[src/rtl/tcm_pkg.sv]
// Constants and types for the ternary code error monitor
package tcm_pkg;
    // Register geometry
    localparam int        SR_STAGES  = 5;
    localparam int        SR_TOP     = SR_STAGES - 1;  // stage five
    localparam int        SR_BOT     = 0;              // stage one
    localparam logic [4:0] SR_RST    = 5'h00;          // all zeros after reset
    localparam int        SR_VALID_N = 6;              // thermometer values

    // Clock
    localparam int CLK_PERIOD_PS = 8000;               // 125 MHz

    // Fast error pulse width, least figure rounds up
    localparam int ERR_FAST_MIN_PS = 4250;
    localparam int ERR_FAST_MAX_PS = 5250;
    localparam int ERR_FAST_CYC_RAW = (ERR_FAST_MIN_PS + CLK_PERIOD_PS - 1) / CLK_PERIOD_PS;
    localparam int ERR_FAST_CYC = (ERR_FAST_CYC_RAW < 1) ? 1 : ERR_FAST_CYC_RAW;

    // Stretched error pulse, typical figure, bounded by least and longest
    localparam int STR_MIN_NS = 500;
    localparam int STR_TYP_NS = 700;
    localparam int STR_MAX_NS = 2000;
    localparam int STR_MIN_CYC = (STR_MIN_NS * 1000 + CLK_PERIOD_PS - 1) / CLK_PERIOD_PS;
    localparam int STR_MAX_CYC = (STR_MAX_NS * 1000) / CLK_PERIOD_PS;
    localparam int STR_TYP_CYC = (STR_TYP_NS * 1000 + CLK_PERIOD_PS - 1) / CLK_PERIOD_PS;
    localparam int STR_W       = 8;

    // Symbol rate limits, kbaud
    localparam int RATE_SLOW_KBAUD = 25500;
    localparam int RATE_FAST_KBAUD = 105000;
    localparam int RATE_BIT_NUM    = 4;                // bit rate = 4/3 symbol rate
    localparam int RATE_BIT_DEN    = 3;

    // Input pulse fail timeout, time without any pulse of one polarity
    localparam int FAIL_TIME_NS = 10000;
    localparam int FAIL_CYC     = (FAIL_TIME_NS * 1000) / CLK_PERIOD_PS;

    // Stretcher states
    typedef enum logic [0:0] {
        ST_IDLE,
        ST_HOLD
    } str_state_t;
endpackage

[src/rtl/tcm_in_sync.sv]
// Three-stage input synchroniser with agreement filter
`timescale 1ns/100ps
module tcm_in_sync (
    input  wire logic clk_sys,   // System clock
    input  wire logic rst_n,     // Async reset, active low
    input  wire logic async_in,  // Comparator indication from the pin
    output logic      level_r    // Filtered level in clk_sys domain
);
    logic s1_r;
    logic s2_r;
    logic s3_r;
    logic level_nxt;

    // Level only moves once stages two and three agree
    always_comb begin
        level_nxt = level_r;
        if (s2_r == s3_r) begin
            level_nxt = s3_r;
        end
    end

    // Stage one feeds stage two only, to keep metastability contained
    always_ff @(posedge clk_sys or negedge rst_n) begin
        if (!rst_n) begin
            s1_r    <= 1'b0;
            s2_r    <= 1'b0;
            s3_r    <= 1'b0;
            level_r <= 1'b0;
        end else begin
            s1_r    <= async_in;
            s2_r    <= s1_r;
            s3_r    <= s2_r;
            level_r <= level_nxt;
        end
    end
endmodule

[src/rtl/tcm_monitor.sv]
// Ternary code error monitor: running-sum register, error and fail outputs
`timescale 1ns/100ps
module tcm_monitor
    import tcm_pkg::*;
#(
    parameter int FAIL_CYCLES    = FAIL_CYC,        // Cycles without pulses before fail
    parameter int RATE_KBAUD     = RATE_FAST_KBAUD, // Rated symbol rate of this variant
    parameter int STRETCH_CYCLES = STR_TYP_CYC      // Stretched pulse length
) (
    input  wire logic       clk_sys,      // 125 MHz system clock
    input  wire logic       rst_n,        // Async reset, active low
    input  wire logic       pos_ind,      // Positive comparator, high above threshold
    input  wire logic       neg_ind,      // Negative comparator, high below threshold
    output logic            err_fast_n,   // Fast error pulse, active low
    output logic            err_stretch,  // Stretched error pulse, active high
    output logic            pos_fail,     // No positive pulses seen in timeout
    output logic            neg_fail,     // No negative pulses seen in timeout
    output logic            rate_err,     // Symbol spacing under rated period, pulse
    output logic [4:0]      dsum,         // Running-sum register, bit 0 is stage one
    output logic            dsum_valid    // Register holds a thermometer value
);
    // Symbol period in cycles at the rated rate; the longest figure rounds down
    localparam int SYM_PS      = 1000000000 / RATE_KBAUD;
    localparam int SYM_CYC_RAW = SYM_PS / CLK_PERIOD_PS;
    localparam int SYM_CYC     = (SYM_CYC_RAW < 1) ? 1 : SYM_CYC_RAW;
    localparam int GAP_W       = 4;
    localparam int FAIL_W      = $clog2(FAIL_CYCLES + 1);

    // True when the pattern is one of the six thermometer codes
    function automatic logic is_thermo(input logic [4:0] v);
        logic ok;
        ok = 1'b1;
        for (int i = 1; i < SR_STAGES; i++) begin
            if (v[i] && !v[i-1]) begin
                ok = 1'b0;
            end
        end
        return ok;
    endfunction

    // Saturating count toward a limit, shared by both fail timers
    function automatic logic [FAIL_W-1:0] fail_step(input logic [FAIL_W-1:0] c,
                                                    input logic              clr);
        logic [FAIL_W-1:0] n;
        n = c;
        if (clr) begin
            n = '0;
        end else if (c != FAIL_W'(FAIL_CYCLES)) begin
            n = c + FAIL_W'(1);
        end
        return n;
    endfunction

    // Input capture
    // Comparator levels come from the line receiver, outside clk_sys;
    // a glitch shorter than one cycle never reaches the level
    logic pos_lvl;
    logic neg_lvl;

    // Comparator outputs are asynchronous to clk_sys
    tcm_in_sync u_pos_sync (
        .clk_sys  (clk_sys),
        .rst_n    (rst_n),
        .async_in (pos_ind),
        .level_r  (pos_lvl)
    );

    tcm_in_sync u_neg_sync (
        .clk_sys  (clk_sys),
        .rst_n    (rst_n),
        .async_in (neg_ind),
        .level_r  (neg_lvl)
    );

    // Symbol classification
    // Both polarities are taken at the falling end of the indication,
    // so a long pulse still counts as one symbol
    logic pos_q_r;
    logic neg_q_r;
    logic pos_q_nxt;
    logic neg_q_nxt;
    logic pos_end;
    logic neg_end;
    logic pos_sym;
    logic neg_sym;
    logic any_sym;

    // A symbol is taken at the end of its indication
    always_comb begin
        pos_q_nxt = pos_lvl;
        neg_q_nxt = neg_lvl;
        pos_end   = pos_q_r && !pos_lvl;
        neg_end   = neg_q_r && !neg_lvl;
        // Both ending together is not a legal symbol; treated as zero level
        pos_sym   = pos_end && !neg_end;
        neg_sym   = neg_end && !pos_end;
        any_sym   = pos_end || neg_end;
    end

    // Previous filtered levels for the end detectors
    always_ff @(posedge clk_sys or negedge rst_n) begin
        if (!rst_n) begin
            pos_q_r <= 1'b0;
            neg_q_r <= 1'b0;
        end else begin
            pos_q_r <= pos_q_nxt;
            neg_q_r <= neg_q_nxt;
        end
    end

    // Running-sum register and error detect
    // Thermometer of five stages: positive fills from stage one upward,
    // negative drains it from stage five downward
    logic [4:0] sr_r;
    logic [4:0] sr_nxt;
    logic       err_evt;
    logic       valid_r;
    logic       valid_nxt;

    // Reset value is only a convenience: any start pattern is flushed by
    // five symbols of one polarity, so logic never relies on it
    always_comb begin
        sr_nxt  = sr_r;
        err_evt = 1'b0;
        if (pos_sym) begin
            err_evt = sr_r[SR_TOP];
            sr_nxt  = {sr_r[SR_TOP-1:0], 1'b1};
        end else if (neg_sym) begin
            err_evt = !sr_r[SR_BOT];
            sr_nxt  = {1'b0, sr_r[SR_TOP:1]};
        end
        valid_nxt = is_thermo(sr_nxt);
    end

    // Flag is registered with the register so both change on one edge
    always_ff @(posedge clk_sys or negedge rst_n) begin
        if (!rst_n) begin
            sr_r    <= SR_RST;
            valid_r <= 1'b1;
        end else begin
            sr_r    <= sr_nxt;
            valid_r <= valid_nxt;
        end
    end

    // Fast error pulse
    // The pin figure is a few ns, below one clock; one cycle is the
    // closest this clock can offer, so downstream sees a wider pulse
    logic [1:0] fast_cnt_r;
    logic [1:0] fast_cnt_nxt;
    logic       fast_n_r;
    logic       fast_n_nxt;

    // One clock is the shortest legal width; a new error restarts it
    always_comb begin
        fast_cnt_nxt = fast_cnt_r;
        fast_n_nxt   = 1'b1;
        if (err_evt) begin
            fast_cnt_nxt = 2'(ERR_FAST_CYC - 1);
            fast_n_nxt   = 1'b0;
        end else if (fast_cnt_r != 2'h0) begin
            fast_cnt_nxt = fast_cnt_r - 2'h1;
            fast_n_nxt   = 1'b0;
        end
    end

    // Idle high after reset, so no false error at release
    always_ff @(posedge clk_sys or negedge rst_n) begin
        if (!rst_n) begin
            fast_cnt_r <= 2'h0;
            fast_n_r   <= 1'b1;
        end else begin
            fast_cnt_r <= fast_cnt_nxt;
            fast_n_r   <= fast_n_nxt;
        end
    end

    // Stretched error pulse
    // Length is a parameter so that a slower clock can keep the span
    // between the least and the longest allowed width
    str_state_t           str_st_r;
    str_state_t           str_st_nxt;
    logic [STR_W-1:0]     str_cnt_r;
    logic [STR_W-1:0]     str_cnt_nxt;
    logic                 str_out_r;
    logic                 str_out_nxt;

    // Retriggerable, so a burst of errors reads as one long pulse
    always_comb begin
        str_st_nxt  = str_st_r;
        str_cnt_nxt = str_cnt_r;
        case (str_st_r)
            ST_IDLE: begin
                if (err_evt) begin
                    str_st_nxt  = ST_HOLD;
                    str_cnt_nxt = STR_W'(STRETCH_CYCLES - 1);
                end
            end
            ST_HOLD: begin
                if (err_evt) begin
                    str_cnt_nxt = STR_W'(STRETCH_CYCLES - 1);
                end else if (str_cnt_r == '0) begin
                    str_st_nxt = ST_IDLE;
                end else begin
                    str_cnt_nxt = str_cnt_r - STR_W'(1);
                end
            end
            default: begin
                str_st_nxt  = ST_IDLE;
                str_cnt_nxt = '0;
            end
        endcase
        str_out_nxt = (str_st_nxt == ST_HOLD);
    end

    // Output flop follows the next state, so it rises with the error
    always_ff @(posedge clk_sys or negedge rst_n) begin
        if (!rst_n) begin
            str_st_r  <= ST_IDLE;
            str_cnt_r <= '0;
            str_out_r <= 1'b0;
        end else begin
            str_st_r  <= str_st_nxt;
            str_cnt_r <= str_cnt_nxt;
            str_out_r <= str_out_nxt;
        end
    end

    // Pulse fail timers
    // Time based, since the line carries no framing to count against;
    // the limit is a parameter with a plain default
    logic [FAIL_W-1:0] pfail_cnt_r;
    logic [FAIL_W-1:0] pfail_cnt_nxt;
    logic [FAIL_W-1:0] nfail_cnt_r;
    logic [FAIL_W-1:0] nfail_cnt_nxt;
    logic              pfail_r;
    logic              pfail_nxt;
    logic              nfail_r;
    logic              nfail_nxt;

    // Any indication of a polarity, even a malformed one, proves it present
    always_comb begin
        pfail_cnt_nxt = fail_step(pfail_cnt_r, pos_end);
        nfail_cnt_nxt = fail_step(nfail_cnt_r, neg_end);
        pfail_nxt     = (pfail_cnt_nxt == FAIL_W'(FAIL_CYCLES));
        nfail_nxt     = (nfail_cnt_nxt == FAIL_W'(FAIL_CYCLES));
    end

    // Timers start from zero, so fails rise only after a full quiet span
    always_ff @(posedge clk_sys or negedge rst_n) begin
        if (!rst_n) begin
            pfail_cnt_r <= '0;
            nfail_cnt_r <= '0;
            pfail_r     <= 1'b0;
            nfail_r     <= 1'b0;
        end else begin
            pfail_cnt_r <= pfail_cnt_nxt;
            nfail_cnt_r <= nfail_cnt_nxt;
            pfail_r     <= pfail_nxt;
            nfail_r     <= nfail_nxt;
        end
    end

    // Symbol rate check
    // For the faster variant the rated period rounds down to one clock,
    // so the check reduces to ends falling in the same cycle
    logic [GAP_W-1:0] gap_r;
    logic [GAP_W-1:0] gap_nxt;
    logic             rate_r;
    logic             rate_nxt;

    // Sampling cannot resolve symbols closer than the rated period, so
    // such events are reported rather than silently merged
    always_comb begin
        rate_nxt = any_sym && (32'(gap_r) < 32'(SYM_CYC - 1)) ||
                   (pos_end && neg_end);
        gap_nxt  = gap_r;
        if (any_sym) begin
            gap_nxt = '0;
        end else if (gap_r != '1) begin
            gap_nxt = gap_r + GAP_W'(1);
        end
    end

    // Gap starts saturated: the first symbol is never refused
    always_ff @(posedge clk_sys or negedge rst_n) begin
        if (!rst_n) begin
            gap_r  <= '1;
            rate_r <= 1'b0;
        end else begin
            gap_r  <= gap_nxt;
            rate_r <= rate_nxt;
        end
    end

    // Outputs straight from flip-flops
    // No logic after the registers keeps output timing clean
    assign err_fast_n  = fast_n_r;
    assign err_stretch = str_out_r;
    assign pos_fail    = pfail_r;
    assign neg_fail    = nfail_r;
    assign rate_err    = rate_r;
    assign dsum        = sr_r;
    assign dsum_valid  = valid_r;
endmodule

[config.mk]
export PLATFORM = sky130hd
export DESIGN_NAME = tcm_monitor
export DESIGN_NICKNAME = d
export VERILOG_FILES = /design/src/rtl/tcm_pkg.sv /design/src/rtl/tcm_in_sync.sv /design/src/rtl/tcm_monitor.sv
export SDC_FILE = /design/constraint.sdc
export NUM_CORES = 1
export LEC_CHECK = 0
export BUFFER_PORTS_ARGS = -buffer_cell sky130_fd_sc_hd__buf_2
export CAP_MARGIN = 20
export CORE_ASPECT_RATIO = 1.2
export CORE_MARGIN = 2
export CORE_UTILIZATION = 55
export DETAILED_ROUTE_END_ITERATION = 12
export HOLD_SLACK_MARGIN = 0.12
export PLACE_DENSITY = 0.73
export SYNTH_ARGS = -nofsm -noshare
export SYNTH_HDL_FRONTEND = slang
export SYNTH_HIERARCHICAL = 1
export SYNTH_SLANG_ARGS = --single-unit
[constraint.sdc]
create_clock -name clk_sys -period 2.8 [get_ports clk_sys]
set_input_delay 0.56 -clock clk_sys [delete_from_list [all_inputs] [get_ports clk_sys]]
set_output_delay 0.56 -clock clk_sys [all_outputs]
set_load 0.02 [all_outputs]
==> reports/metrics.csv, run 1 <==
metric,value,unit
cts_buffers,5,
fmax,0.4305,GHz
gp_congestion,0.8549,
seq_area,1329,um2
clock_latency,0.31,ns
synth_nets,276,
multi_input_area,1194,um2
syn_area,2649,um2
finalCritPeriodShare,82.97,%
crit_path_end_kind,register,
n_antenna_cell,0,
post_cts_buffers,0,
ctsResizeCount,0,
avgSynthCellArea,9.995,um2
fillers,390,
dpl.hpwl,3311,um
drv_cap,0,
htree_levels,2,
yosysWarnings,6,
grt_max_degree,54,
grt_usage,20.07,%
seq_power_share,49.0,%
die-height,80.02,um
cts_tree,done,
slowest_stage,dfrtp_1,
cts_buffer_depth,2,
dr_total_vias,1937,
dieArea,5389,um2
finalNetCount,288,
ys.flop_type,dfrtp_1,
drt_iter0_markers,141,
wire_per_inst,13.83,um
p_clk_share,23.0,%
crit_chain,"ha_1, inv_1, or4_1, a21oi_1, o2111ai_1, nor4b_1",
synth_edf_count,0,
initial_core_util,57.23,%
final_common_cell,dfrtp_1,
cts_root_buf,clkbuf_8,
ir_worst_vdd,0.5369,mV
holdBufCountCts,0,
drc,0,
rows,27,
rrSetupSlack,0.48,ns
drive_gt1_share,12.95,%
p_int,1.478,mW
wirelength,4647,um
hold_violations,0,
grt_pass1_vias,1811,
setup_tns,0,ns
vias_per_cell,5.765,
finalClockSkew,0.008189,ns
yosysSeqAreaShare,50.17,%
cp.arrival,2.50,ns
clock_sinks,53,
io_buffers,14,
timing.final.crit_period,2.323,ns
globalRouteOverflowTotal,0,
syn_to_final_growth,8.597,%
drtAntennaViolNets,0,
path_max_fanout,9,
cellPowerDensity,798.7,nW/um2
antenna_found_initial,0,
worstSetupPathType,reg -> reg,
rsz0062_at_grt,no,
drt_pass1_iterations,4,
drv_slew,0,
hold_class,in -> async,
swShare,35.67,%
synthesis.instances,265,
cp.required,2.98,ns
finalPower,2.297,mW
pin_count,15,
relSlewSlack,59.04,%
synth_seq_cells,53,
synthArstFlopShare,100.0,%
total_leakage_power,1.232,nW
comb_power_share,28.0,%
final_cell_mix,"dfrtp_1 (51), nor2_1 (28), nand2_1 (20)",
synth.distinct_cells,50,
worst_slew_pin_slew,0.6107,ns
die_w,67.35,um
power.switching,0.8195,mW
setup_viol,0,
path_clk_slew,0.10,ns
outcome,"complete, no violations",
core_area,4628,um2
start_kind,register,
critical_path.max_stage_delay,0.53,ns
grt_pass1_wl,8148,um
metrics by stage:
step	cells	setup WS, ns	area [um2]	utilization (%)	hold WS, ns
6_report	336	0.4769	2877	62.15	0.2250
5_1_grt	336	0.2974	2877	62.15	0.2377
4_1_cts	336	0.4268	2877	62.15	0.2322
3_5_place_dp	328	0.4536	2760	59.64	0.3450
3_3_place_gp	328	0.4481	2760	59.64	0.3398
2_1_floorplan	265	0.7834	2649	-	0.2644
path summary, 6_finish.rpt:
kind | startpoint | end | depth (start not counted)
min reg2reg | u_neg_sync/s1_r$_DFF_PN0_ | u_neg_sync/s2_r$_DFF_PN0_ | 0
max | pfail_cnt_r[0]$_DFF_PN0_ | pos_fail$_DFF_PN0_ | 6
min | rst_n | nfail_cnt_r[1]$_DFF_PN0_ | 2
min in group clk_sys | neg_ind | u_neg_sync/s1_r$_DFF_PN0_ | 1
max in group asynchronous | rst_n | err_fast_n$_DFF_PN1_ | 2
max reg2reg | pfail_cnt_r[0]$_DFF_PN0_ | pos_fail$_DFF_PN0_ | 6
registers in the layout, summed over array words and instances, names as in the netlist, 2 cells and up:
signal	count
dsum	5
fast_cnt_r	2
nfail_cnt_r	11
pfail_cnt_r	11
str_cnt_r	8
synth_stat cells (2+ instances only):
| library cell | count | area share [%] |
|---|---|---|
| nor4b_1 | 3 | 0.99 |
| nand2b_1 | 3 | 0.71 |
| nor4_1 | 4 | 0.94 |
| xor2_1 | 6 | 2.0 |
| o22ai_1 | 4 | 0.94 |
| maj3_2 | 2 | 0.85 |
| ha_1 | 7 | 3.3 |
| nor3b_1 | 4 | 1.1 |
| nand3_1 | 14 | 2.6 |
| nand4_1 | 6 | 1.4 |
| a21oi_1 | 8 | 1.5 |
| and3_1 | 3 | 0.71 |
| clkbuf_2 | 2 | 0.38 |
| mux2i_1 | 4 | 1.5 |
| dfrtp_1 | 51 | 48 |
| o31ai_1 | 2 | 0.57 |
| o211ai_1 | 5 | 1.4 |
| o21ai_0 | 8 | 1.5 |
| clkbuf_1 | 7 | 0.99 |
| nor2b_1 | 2 | 0.47 |
| inv_1 | 16 | 2.3 |
| nor2_1 | 28 | 4.0 |
| xnor2_1 | 14 | 4.6 |
| dfstp_2 | 2 | 2.0 |
| buf_6 | 2 | 0.85 |
| or4_1 | 5 | 1.4 |
| o21a_1 | 2 | 0.57 |
| and2_1 | 2 | 0.47 |
| nand2_1 | 20 | 2.8 |
| nor3_1 | 6 | 1.1 |
| or3_1 | 4 | 0.94 |
layout make-up:
cell class              count  share of cell area (%)
flip-flops and latches     53                   46.19
multi-input cells         184                   41.50
repair buffers             17                   3.654
well taps                  58                   2.523
clock buffers               5                   2.392
inverters                  16                   2.088
clock inverters             3                   1.653
power by group through the flow:
stage / Sequential [mW] / Clock, mW / Combinational, mW
CTS: 1.13 / 0.543 / 0.651
detailed placement: 1.14 / 0 / 0.651
global route: 1.16 / 0.575 / 0.726
global placement: 1.13 / 0 / 0.634
floorplan: 1.15 / 0 / 0.449
finish: 1.13 / 0.528 / 0.642
cell families after synthesis:
logic type,share of synthesized area [%]
adder cells (fa/ha/maj),4.157
flip-flops,50.17
AO/OA/AOI/OAI,10.11
AND/OR/NAND/NOR,22.25
multiplexers,1.937
XOR/XNOR,6.613
buffers and inverters,4.771
routing by layer:
layer  GRT usage [%]  vias to the layer above  wire length (um)
met5               0                        -                 0
met4           8.163                        0                68
met3           4.090                        6               114
met2           33.76                       19              2394
met1           24.84                      951              2070
li1                -                      961                 -
worst max-delay path: cells and delay by family (launching register included):
family / cells / cell delay, ns
and+or+nand+nor: 2 / 0.86
buffers and inverters: 1 / 0.12
DFF: 1 / 0.53
AOI/OAI and AO/OA: 2 / 0.34
adders and majority gates: 1 / 0.36
(Power assumes the default switching activity.)
==> run 2: changes to the inputs <==
--- a/config.mk
+++ b/config.mk
@@ -5,6 +5,7 @@
 export SDC_FILE = /design/constraint.sdc
 export NUM_CORES = 1
 export LEC_CHECK = 0
+export ABC_AREA = 1
 export BUFFER_PORTS_ARGS = -buffer_cell sky130_fd_sc_hd__buf_2
 export CAP_MARGIN = 20
 export CORE_ASPECT_RATIO = 1.2
==> constraint.sdc (replaced) <==
create_clock -name clk_sys -period 2.2 [get_ports clk_sys]
set_input_delay 0.44 -clock clk_sys [delete_from_list [all_inputs] [get_ports clk_sys]]
set_output_delay 0.44 -clock clk_sys [all_outputs]
set_load 0.02 [all_outputs]
==> reports/metrics.csv, run 2 <==
metric,value,unit
htree_levels,2,
reg_top3,"nfail_cnt_r: 11 flops, pfail_cnt_r: 11 flops, str_cnt_r: 8 flops",
yosys.area.top_type,dfrtp_1,
crit_path_end_kind,register,
start_kind,register,
dr_total_vias,2195,
rsz0062_at_grt,no,
yosys-top-cells-count,"nand2_1 (86), inv_1 (60), dfrtp_1 (51), nor2_1 (42), nand3_1 (40)",
drtAntennaViolNets,0,
drive_gt1_share,9.459,%
wire_per_inst,11.39,um
initial_core_util,56.06,%
finalNetCount,380,
critical_path.max_stage_delay,0.42,ns
grt_max_degree,33,
gp_congestion,0.8588,
synth_area_leaders,"dfrtp_1 (47%), nand2_1 (12%), inv_1 (8.3%), nand3_1 (7.4%), nor2_1 (5.8%)",
clock_latency,0.31,ns
cts_tree,done,
synthesis.instances,349,
cts_buffer_depth,2,
holdBufCountCts,0,
die-height,80.90,um
grt_usage,20.03,%
syn_to_final_growth,9.326,%
netlist.area_leader.share,47.09,%
synth_nets,360,
fin_cells,430,
drv_slew,0,
hold_class,in -> async,
yosysSeqAreaShare,49.03,%
worstSetupPathType,reg -> reg,
avgSynthCellArea,7.765,um2
worst_slew_pin_slew,0.7097,ns
yosysMostFrequentCell,nand2_1,
drc,0,
core_area,4835,um2
die_w,68.08,um
cp.arrival,2.03,ns
pin_count,15,
synth.distinct_cells,28,
rr_worst_depth,10,
placed_cell_area,2863,um2
path_clk_slew,0.11,ns
vias_per_cell,5.105,
crit_chain,"inv_1, nand2_2, inv_1, nand2_2, o22ai_4, inv_2, nand2_2, inv_1, nand2_1, o21ai_0",
drv_cap,0,
final_cell_mix,"nand2_1 (85), inv_1 (60), dfrtp_1 (51)",
dieArea,5507,um2
ir_worst_vdd,0.6725,mV
fin_area,2963,um2
synth_edf_count,0,
seq_area,1329,um2
setup_tns,0,ns
grt_pass1_wl,8445,um
clock_sinks,53,
setup_viol,0,
finalWorstSetupSlack,0.3666,ns
multi_input_area,1135,um2
cts_root_buf,clkbuf_8,
cellPowerDensity,972.3,nW/um2
finalCritPeriodShare,83.33,%
rows,28,
timing.final.crit_period,1.833,ns
dpl.hpwl,3751,um
slowest_stage,dfrtp_1,
syn_area,2710,um2
hold_violations,0,
n_antenna_cell,0,
finalClockSkew,0.008089,ns
drt_iter0_markers,169,
dpl.cell_count,422,
grt_pass1_vias,2034,
globalRouteOverflowTotal,0,
synthArstFlopShare,100.0,%
fillers,448,
antenna_found_initial,0,
yosysWarnings,6,
ys.flop_type,dfrtp_1,
place_ws,0.2406,ns
wirelength,4897,um
outcome,"complete, no violations",
relSlewSlack,52.69,%
path_max_fanout,12,
cp.required,2.40,ns
synth_seq_cells,53,
cts_buffers,5,
drt_pass1_iterations,4,
total_leakage_power,1.552,nW
io_buffers,14,
final_common_cell,nand2_1,
fmax,0.5454,GHz
==> run 2: logic make-up (layout without fill, tap and decap cells) <==
family | after synthesis | in the layout | share of synthesized area, %
AOI/OAI and AO/OA | 30 | 30 | 6.695
xor gates and xnor gates | 3 | 3 | 0.9697
buffers and inverters | 64 | 85 | 9.187
and+or+nand+nor | 192 | 192 | 30.89
adders and majority gates | 7 | 7 | 3.232
DFF | 53 | 53 | 49.03
==> run 2: timing repair <==
| action | 4_1_cts | 5_1_grt |
|---|---|---|
| buffers inserted | 0 | 0 |
| setup endpoints to repair | 0 | 4 |
| gates resized for setup | 0 | 1 |
==> run 2: final cells by class <==
| class | instances | share of cell area [%] |
|---|---|---|
| Inverter | 61 | 7.728 |
| Clock inverter | 3 | 0.9713 |
| Sequential cell | 53 | 44.85 |
| Multi-Input combinational cell | 232 | 38.30 |
| Timing Repair Buffer | 16 | 3.294 |
| Tap cell | 60 | 2.534 |
| Clock buffer | 5 | 2.323 |
==> run 2: report_power, final <==
part / switching (mW) / leakage (nW) / internal (mW)
Sequential: 0.178 / 0.670 / 1.18
Clock: 0.344 / 0.0506 / 0.239
Combinational: 0.611 / 0.832 / 0.331
Total: 1.13 / 1.55 / 1.75
==> run 2: metrics by stage <==
step,hold slack (ns),utilization [%],power [mW]
floorplan,0.1444,-,2.059
global placement,0.3333,59.21,2.301
detailed placement,0.3403,59.21,2.315
CTS,0.1890,61.23,2.905
global route,0.2054,61.28,3.115
finish,0.1640,61.28,2.881
==> run 2: worst paths after layout <==
kind,startpoint,to,slack (ns)
setup / recovery,u_neg_sync/level_r$_DFFE_PN0N_,str_cnt_r[5]$_DFFE_PN0P_,0.37
hold / removal,rst_n,pfail_cnt_r[7]$_DFF_PN0_,0.16
setup reg to reg,u_neg_sync/level_r$_DFFE_PN0N_,str_cnt_r[5]$_DFFE_PN0P_,0.37
hold reg to reg,u_neg_sync/s1_r$_DFF_PN0_,u_neg_sync/s2_r$_DFF_PN0_,0.36
max in group asynchronous,rst_n,neg_q_r$_DFF_PN0_,1.47
min in group clk_sys,neg_ind,u_neg_sync/s1_r$_DFF_PN0_,0.23
==> run 2: routing by layer <==
metal	up-vias	GRT usage (%)	part of all wire, %
li1	1139	-	-
met1	1015	25.68	47
met2	37	34.76	49
met3	4	3.740	3.3
met4	0	4.600	0.90
met5	-	0	0
==> run 2: critical path, delay by kind of cell, from the launching register on <==
kind	cells	cell delay (ns)
AOI/OAI and AO/OA	2	0.30
and+or+nand+nor	4	0.54
buffers and inverters	4	0.47
DFF	1	0.42
